File: src/asram_pkg.sv
package asram_pkg;
  localparam int clock_period_ns = 50;
  localparam int addr_width = 19;
  localparam int data_width = 8;
  localparam int mem_bytes = 524288;
  localparam int access_time_ns = 45;
  localparam int cycle_time_ns = 45;
  localparam int write_overlap_ns = 35;
  localparam int data_setup_ns = 25;
  localparam int turn_off_ns = 18;
  localparam int recovery_time_us = 5000;
  localparam int access_cycles_raw = (access_time_ns + clock_period_ns - 1) / clock_period_ns;
  localparam int access_cycles = (access_cycles_raw < 1) ? 1 : access_cycles_raw;
  localparam int overlap_cycles_raw = (write_overlap_ns + clock_period_ns - 1) / clock_period_ns;
  localparam int overlap_cycles = (overlap_cycles_raw < 1) ? 1 : overlap_cycles_raw;
  localparam int turn_off_cycles_raw = (turn_off_ns + clock_period_ns - 1) / clock_period_ns;
  localparam int turn_off_cycles = (turn_off_cycles_raw < 1) ? 1 : turn_off_cycles_raw;
  localparam int recovery_cycles_default = (recovery_time_us * 1000) / clock_period_ns;
  localparam int count_width = 20;

  typedef enum logic [2:0] {
    asram_idle = 3'b000,
    asram_rd_wait = 3'b001,
    asram_wr_gap = 3'b010,
    asram_wr_strobe = 3'b011,
    asram_wr_end = 3'b100,
    asram_retain = 3'b101,
    asram_recover = 3'b110
  } asram_state_t;
endpackage : asram_pkg

File: src/asram_timer_if.sv
`timescale 1ns/10ps
interface asram_timer_if;
  logic load;
  logic [asram_pkg::count_width-1:0] value;
  logic done;
  modport owner (output load, output value, input done);
  modport timer (input load, input value, output done);
endinterface : asram_timer_if

File: src/asram_ctrl.sv
`timescale 1ns/10ps
module asram_ctrl #(
  parameter int recovery_cycles = asram_pkg::recovery_cycles_default
) (
  input wire logic clock,
  input wire logic rst_n,
  input wire logic req_valid,
  input wire logic req_write,
  input wire logic [asram_pkg::addr_width-1:0] req_addr,
  input wire logic [asram_pkg::data_width-1:0] req_wdata,
  input wire logic retain_req,
  output logic req_ready,
  output logic rsp_valid,
  output logic [asram_pkg::data_width-1:0] rsp_rdata,
  output logic retain_active,
  output logic [asram_pkg::addr_width-1:0] word_address,
  output logic select_n,
  output logic store_n,
  output logic drive_en_n,
  input wire logic [asram_pkg::data_width-1:0] byte_lines_in,
  output logic [asram_pkg::data_width-1:0] byte_lines_out,
  output logic byte_lines_oe_n
);
  asram_pkg::asram_state_t state;
  asram_pkg::asram_state_t next_state;
  asram_timer_if tmr ();

  asram_timer u_timer (
    .clock(clock),
    .rst_n(rst_n),
    .tmr(tmr)
  );

  function automatic logic [asram_pkg::count_width-1:0] cyc(input int n);
    cyc = asram_pkg::count_width'(n - 1);
  endfunction : cyc

  // One timer serves every timed state, so its done flag only counts in the state that loaded it.
  function automatic logic expired(input asram_pkg::asram_state_t current,
    input asram_pkg::asram_state_t want, input logic done);
    expired = (current == want) && done;
  endfunction : expired

  // The memory stays selected from the turn-off gap until the cycle after write end.
  function automatic logic selects_for_write(input asram_pkg::asram_state_t s);
    selects_for_write = (s == asram_pkg::asram_wr_gap)
      || (s == asram_pkg::asram_wr_strobe)
      || (s == asram_pkg::asram_wr_end);
  endfunction : selects_for_write

  // The controller drives the byte lines from the store strobe through one cycle of hold.
  function automatic logic drives_data(input asram_pkg::asram_state_t s);
    drives_data = (s == asram_pkg::asram_wr_strobe) || (s == asram_pkg::asram_wr_end);
  endfunction : drives_data

  wire logic idle = (state == asram_pkg::asram_idle);
  wire logic start_read = idle && req_valid && !req_write && !retain_req;
  wire logic start_write = idle && req_valid && req_write && !retain_req;
  wire logic enter_retain = idle && retain_req;
  wire logic rd_done = expired(state, asram_pkg::asram_rd_wait, tmr.done);
  wire logic gap_done = expired(state, asram_pkg::asram_wr_gap, tmr.done);
  wire logic strobe_done = expired(state, asram_pkg::asram_wr_strobe, tmr.done);
  wire logic leave_retain = (state == asram_pkg::asram_retain) && !retain_req;
  wire logic recover_done = expired(state, asram_pkg::asram_recover, tmr.done);

  // Each timed phase loads the timer on the edge that enters it; a load of n - 1 holds the phase for n cycles.
  always_comb begin
    next_state = state;
    tmr.load = 1'b0;
    tmr.value = '0;
    unique case (state)
      asram_pkg::asram_idle: begin
        if (enter_retain) begin
          next_state = asram_pkg::asram_retain;
        end else if (start_read) begin
          next_state = asram_pkg::asram_rd_wait;
          tmr.load = 1'b1;
          tmr.value = cyc(asram_pkg::access_cycles);
        end else if (start_write) begin
          // A short gap lets a memory still driving from a read let go before the controller drives.
          next_state = asram_pkg::asram_wr_gap;
          tmr.load = 1'b1;
          tmr.value = cyc(asram_pkg::turn_off_cycles);
        end
      end
      asram_pkg::asram_rd_wait: begin
        if (rd_done) begin
          next_state = asram_pkg::asram_idle;
        end
      end
      asram_pkg::asram_wr_gap: begin
        if (gap_done) begin
          next_state = asram_pkg::asram_wr_strobe;
          tmr.load = 1'b1;
          tmr.value = cyc(asram_pkg::overlap_cycles);
        end
      end
      asram_pkg::asram_wr_strobe: begin
        if (strobe_done) begin
          next_state = asram_pkg::asram_wr_end;
        end
      end
      asram_pkg::asram_wr_end: begin
        next_state = asram_pkg::asram_idle;
      end
      asram_pkg::asram_retain: begin
        // Select stays high through retention and recovery, so the memory ignores its other pins.
        if (leave_retain) begin
          next_state = asram_pkg::asram_recover;
          tmr.load = 1'b1;
          tmr.value = cyc(recovery_cycles);
        end
      end
      asram_pkg::asram_recover: begin
        if (recover_done) begin
          next_state = asram_pkg::asram_idle;
        end
      end
      default: begin
        next_state = asram_pkg::asram_idle;
      end
    endcase
  end

  // Strobes are decoded from the next state so that every pin leaves a flip-flop.
  wire logic next_select_n = !((next_state == asram_pkg::asram_rd_wait)
    || selects_for_write(next_state));
  wire logic next_store_n = (next_state != asram_pkg::asram_wr_strobe);
  wire logic next_drive_en_n = (next_state != asram_pkg::asram_rd_wait);
  wire logic next_oe_n = !drives_data(next_state);

  always_ff @(posedge clock or negedge rst_n) begin
    if (!rst_n) begin
      state <= asram_pkg::asram_idle;
    end else begin
      state <= next_state;
    end
  end

  always_ff @(posedge clock or negedge rst_n) begin
    if (!rst_n) begin
      select_n <= 1'b1;
      store_n <= 1'b1;
    end else begin
      select_n <= next_select_n;
      store_n <= next_store_n;
    end
  end

  always_ff @(posedge clock or negedge rst_n) begin
    if (!rst_n) begin
      drive_en_n <= 1'b1;
      byte_lines_oe_n <= 1'b1;
    end else begin
      drive_en_n <= next_drive_en_n;
      byte_lines_oe_n <= next_oe_n;
    end
  end

  // The address is latched when a request is taken and stands through the whole cycle.
  always_ff @(posedge clock or negedge rst_n) begin
    if (!rst_n) begin
      word_address <= '0;
    end else if (start_read || start_write) begin
      word_address <= req_addr;
    end
  end

  // Write data is latched only for writes; a read leaves the last byte in place.
  always_ff @(posedge clock or negedge rst_n) begin
    if (!rst_n) begin
      byte_lines_out <= '0;
    end else if (start_write) begin
      byte_lines_out <= req_wdata;
    end
  end

  // Read data is taken on the edge that ends the access phase, after every access delay has passed.
  always_ff @(posedge clock or negedge rst_n) begin
    if (!rst_n) begin
      rsp_valid <= 1'b0;
      rsp_rdata <= '0;
    end else begin
      rsp_valid <= rd_done;
      if (rd_done) begin
        rsp_rdata <= byte_lines_in;
      end
    end
  end

  // Ready predicts the next cycle, so a caller that samples it between edges never meets a busy controller.
  always_ff @(posedge clock or negedge rst_n) begin
    if (!rst_n) begin
      req_ready <= 1'b0;
      retain_active <= 1'b0;
    end else begin
      req_ready <= (next_state == asram_pkg::asram_idle) && !retain_req;
      retain_active <= (next_state == asram_pkg::asram_retain);
    end
  end
endmodule : asram_ctrl

File: src/asram_timer.sv
`timescale 1ns/10ps
module asram_timer (
  input wire logic clock,
  input wire logic rst_n,
  asram_timer_if.timer tmr
);
  logic [asram_pkg::count_width-1:0] count;

  assign tmr.done = (count == '0);

  always_ff @(posedge clock or negedge rst_n) begin
    if (!rst_n) begin
      count <= '0;
    end else if (tmr.load) begin
      count <= tmr.value;
    end else if (count != '0) begin
      count <= count - 1'b1;
    end
  end
endmodule : asram_timer

File: config.mk
export PLATFORM = sky130hd
export DESIGN_NAME = asram_ctrl
export DESIGN_NICKNAME = d
export VERILOG_FILES = /design/src/asram_pkg.sv /design/src/asram_timer_if.sv /design/src/asram_ctrl.sv /design/src/asram_timer.sv
export SDC_FILE = /design/constraint.sdc
export NUM_CORES = 1
export LEC_CHECK = 0
export BUFFER_PORTS_ARGS = -buffer_cell sky130_fd_sc_hd__buf_2
export CORE_ASPECT_RATIO = 0.6
export CORE_MARGIN = 3
export CORE_UTILIZATION = 50
export CTS_CLUSTER_SIZE = 28
export DETAILED_ROUTE_END_ITERATION = 12
export GPL_ROUTABILITY_DRIVEN = 0
export PLACE_DENSITY = 0.77
export SYNTH_ARGS = -nofsm -noshare
export SYNTH_HDL_FRONTEND = slang
export SYNTH_SLANG_ARGS = --single-unit
export TNS_END_PERCENT = 1
File: constraint.sdc
create_clock -name clock -period 3.15 [get_ports clock]
set_clock_uncertainty 0.15 [all_clocks]
set_input_delay 0.1575 -clock clock [delete_from_list [all_inputs] [get_ports clock]]
set_output_delay 0.1575 -clock clock [all_outputs]
set_load 0.05 [all_outputs]
==> reports/qor.yml <==
status: "finished clean"
synth-seq-cells: 65
stdcell_area_mm2: 0.00400
fp.dieW_um: 105
place_hpwl_um: 4700
drc_errors: 0
hold_class: "in -> async"
drive_gt1_frac: 0.403
port_buffers: 81
synth_area_mm2: 0.00292
cp.arrival_ns: 2.70
pwr-share-clk: 0.194
dpl_cell_area_mm2: 0.00345
clock_sinks: 65
wirelength_um: 7190
p_sw_frac: 0.429
pre_cts_slack_ns: 0.536
boundaryPins: 82
filler_cell_count: 349
start_util: 0.547
core_area_mm2: 0.00533
synth_nets: 280
clock-root-buffer: "clkbuf_8"
intPower_mw: 1.84
p_seq_frac: 0.411
grt_start_max_net_pins: 33
max_freq_ghz: 0.380
relSlewSlack: 0.373
grt_pass1_vias: 2466
fin_ws_ns: 0.519
detail_route.wl_per_cell_um: 16.0
finalMaxSlewViolations: 0
required_ns: 3.22
die_area_mm2: 0.00681
avgViaCountPerCell: 5.26
path_clk_slew_ns: 0.07
drv_cap: 0
layout_min_cycle_time_ns: 2.63
hold_violations: 0
crit_fanout: 9
rsz0062_at_grt: "false"
fin_crit_sh: 0.835
grt_usage: 0.230
antenna_found_initial: 0
diodes: 0
power.total_mw: 3.22
dieHeight_um: 65.1
vias: 2363
combPwrFrac: 0.395
fin_tns_setup_ns: 0
ys_types: 39
cts_tree: "yes"
crit_path_end_kind: "flop"
cts.htree.levels: 3
switchingPower_mw: 1.38
overflow: 0
first_iter_violations: 140
std_cell_rows: 20
seq_area_frac_synth: 0.560
syn-instance-count: 238
ys_warn_count: 0
critPathKind: "reg -> reg"
worst_pin_slew_ns: 0.928
cts_resized: 0
cts_buffers: 9
nNetsFinal: 409
dr.pass1.iters: 4
setup_viol: 0
power.leakage_nw: 1.96
postRouteAntennaNets: 0
worstSetupStartpointType: "flop"
p_per_area_mw_per_mm2: 805
clk_latency_ns: 0.34
area_delta_synth_final_pct: 37.2
clk_path_buf_depth: 2
ir_worst_vdd_v: 0.000500
syn_avg_cell_area_um2: 12.2
grt_pass1_wl_um: 12200
r2r_cells: 5
==> routing by layer <==
metal | up-vias | GRT usage | part of all wire
met2 | 117 | 0.342 | 0.44
li1 | 1107 | - | -
met4 | 0 | 0.0884 | 0.020
met5 | - | 0 | 0
met3 | 14 | 0.0864 | 0.099
met1 | 1125 | 0.311 | 0.44
==> synthesized netlist by cell type, drive strengths merged <==
master / instances / share of area
nand2: 14 / 0.021
a21oi: 13 / 0.022
xor2: 11 / 0.033
clkbuf: 5 / 0.0064
dfrtp: 61 / 0.52
and2: 2 / 0.0043
mux4: 1 / 0.0077
mux2: 35 / 0.14
or3: 4 / 0.0086
nor2b: 1 / 0.0021
xnor2: 6 / 0.018
nor3: 8 / 0.018
o21ai: 6 / 0.010
a22oi: 1 / 0.0026
a2bb2oi: 2 / 0.0060
nand4b: 2 / 0.0060
nor3b: 1 / 0.0026
inv: 5 / 0.0064
o311ai: 1 / 0.0030
mux2i: 1 / 0.0034
o32a: 1 / 0.0034
or4: 4 / 0.012
dfstp: 4 / 0.036
nor4b: 2 / 0.0060
and4bb: 1 / 0.0056
nand3: 5 / 0.0086
nor4: 7 / 0.027
nand2b: 6 / 0.013
o221ai: 1 / 0.0030
ha: 2 / 0.0086
buf: 1 / 0.0017
o2111ai: 1 / 0.0030
nand4bb: 1 / 0.0039
nor2: 22 / 0.028
==> cell type report <==
class / instances / area (µm²) / area share
clock buffer: 10 / 138 / 0.0344
clock inverter: 6 / 43.8 / 0.0110
inverter: 5 / 18.8 / 0.00469
multi-input combinational: 162 / 1250 / 0.313
sequential: 65 / 1630 / 0.408
tap: 77 / 96.3 / 0.0241
timing repair buffer: 124 / 821 / 0.205
==> final timing paths <==
kind                                                     from  slack (ns)                           end
worst max-delay path            u_timer.count[11]$_DFFE_PN0P_        0.52      rsp_rdata[7]$_DFFE_PN0P_
worst min-delay path                                    rst_n        0.26  u_timer.count[0]$_DFFE_PN0P_
worst max register to register  u_timer.count[11]$_DFFE_PN0P_        0.52      rsp_rdata[7]$_DFFE_PN0P_
worst min register to register   word_address[10]$_DFFE_PN0N_        0.35  word_address[10]$_DFFE_PN0N_
max in group asynchronous                               rst_n        1.83          drive_en_n$_DFF_PN1_
min in group clock                                  req_write        0.34            state[1]$_DFF_PN0_
==> logic make-up after synthesis <==
group           Yosys count  share of synthesized area
xor+xnor                 17                     0.0511
mux                      37                      0.146
flops                    65                      0.560
compound gates           26                     0.0537
simple gates             80                      0.166
buf+inv                  11                     0.0146
fa+ha+maj                 2                    0.00858
==> cell usage in the layout, fill, tap and decap left out, types with 7 or more instances in the layout <==
master / synthesis / layout
nand2_1: 13 / 13
a21oi_1: 13 / 13
dlygate4sd3_1: 0 / 37
clkbuf_8: 0 / 10
xor2_1: 11 / 11
nor2_1: 22 / 22
dfrtp_1: 61 / 61
nor3_1: 7 / 7
mux2_2: 35 / 35
buf_2: 1 / 81
==> sequential cells by signal, indices dropped and copies added, names as in the netlist <==
| register | cells |
|---|---|
| byte_lines_oe_n | 1 |
| byte_lines_out | 8 |
| drive_en_n | 1 |
| req_ready | 1 |
| retain_active | 1 |
| rsp_rdata | 8 |
| rsp_valid | 1 |
| select_n | 1 |
| state | 3 |
| store_n | 1 |
| u_timer.count | 20 |
| word_address | 19 |
==> worst max-delay path, stage by stage (launching register included) <==
cell      delay [ns]
dfrtp_1         0.43
or4_4           0.59
and4bb_4        0.42
nand2_4         0.12
nor3_4          0.42
mux2_2          0.39
==> power by group through the flow <==
| stage | clock network, mW | registers [mW] | logic (mW) |
|---|---|---|---|
| 6_report | 0.623 | 1.32 | 1.27 |
| 5_1_grt | 0.679 | 1.36 | 1.36 |
| 4_1_cts | 0.638 | 1.31 | 1.26 |
| 3_5_place_dp | 0 | 1.32 | 1.21 |
| 3_3_place_gp | 0 | 1.31 | 1.19 |
| 2_1_floorplan | 0 | 1.73 | 0.492 |
==> stage by stage <==
| stage | cells | util | hold slack (ns) |
|---|---|---|---|
| 2_1_floorplan | 238 | - | -0.288 |
| 3_3_place_gp | 396 | 0.647 | 0.0925 |
| 3_5_place_dp | 396 | 0.647 | 0.0871 |
| 4_1_cts | 449 | 0.750 | 0.262 |
| 5_1_grt | 449 | 0.750 | 0.309 |
| 6_report | 449 | 0.750 | 0.256 |
==> timing repair <==
item,4_1_cts,5_1_grt
hold endpoints to repair,64,0
setup buffers,0,0
hold buffers,37,0
Power figures use the tool's default switching activity.
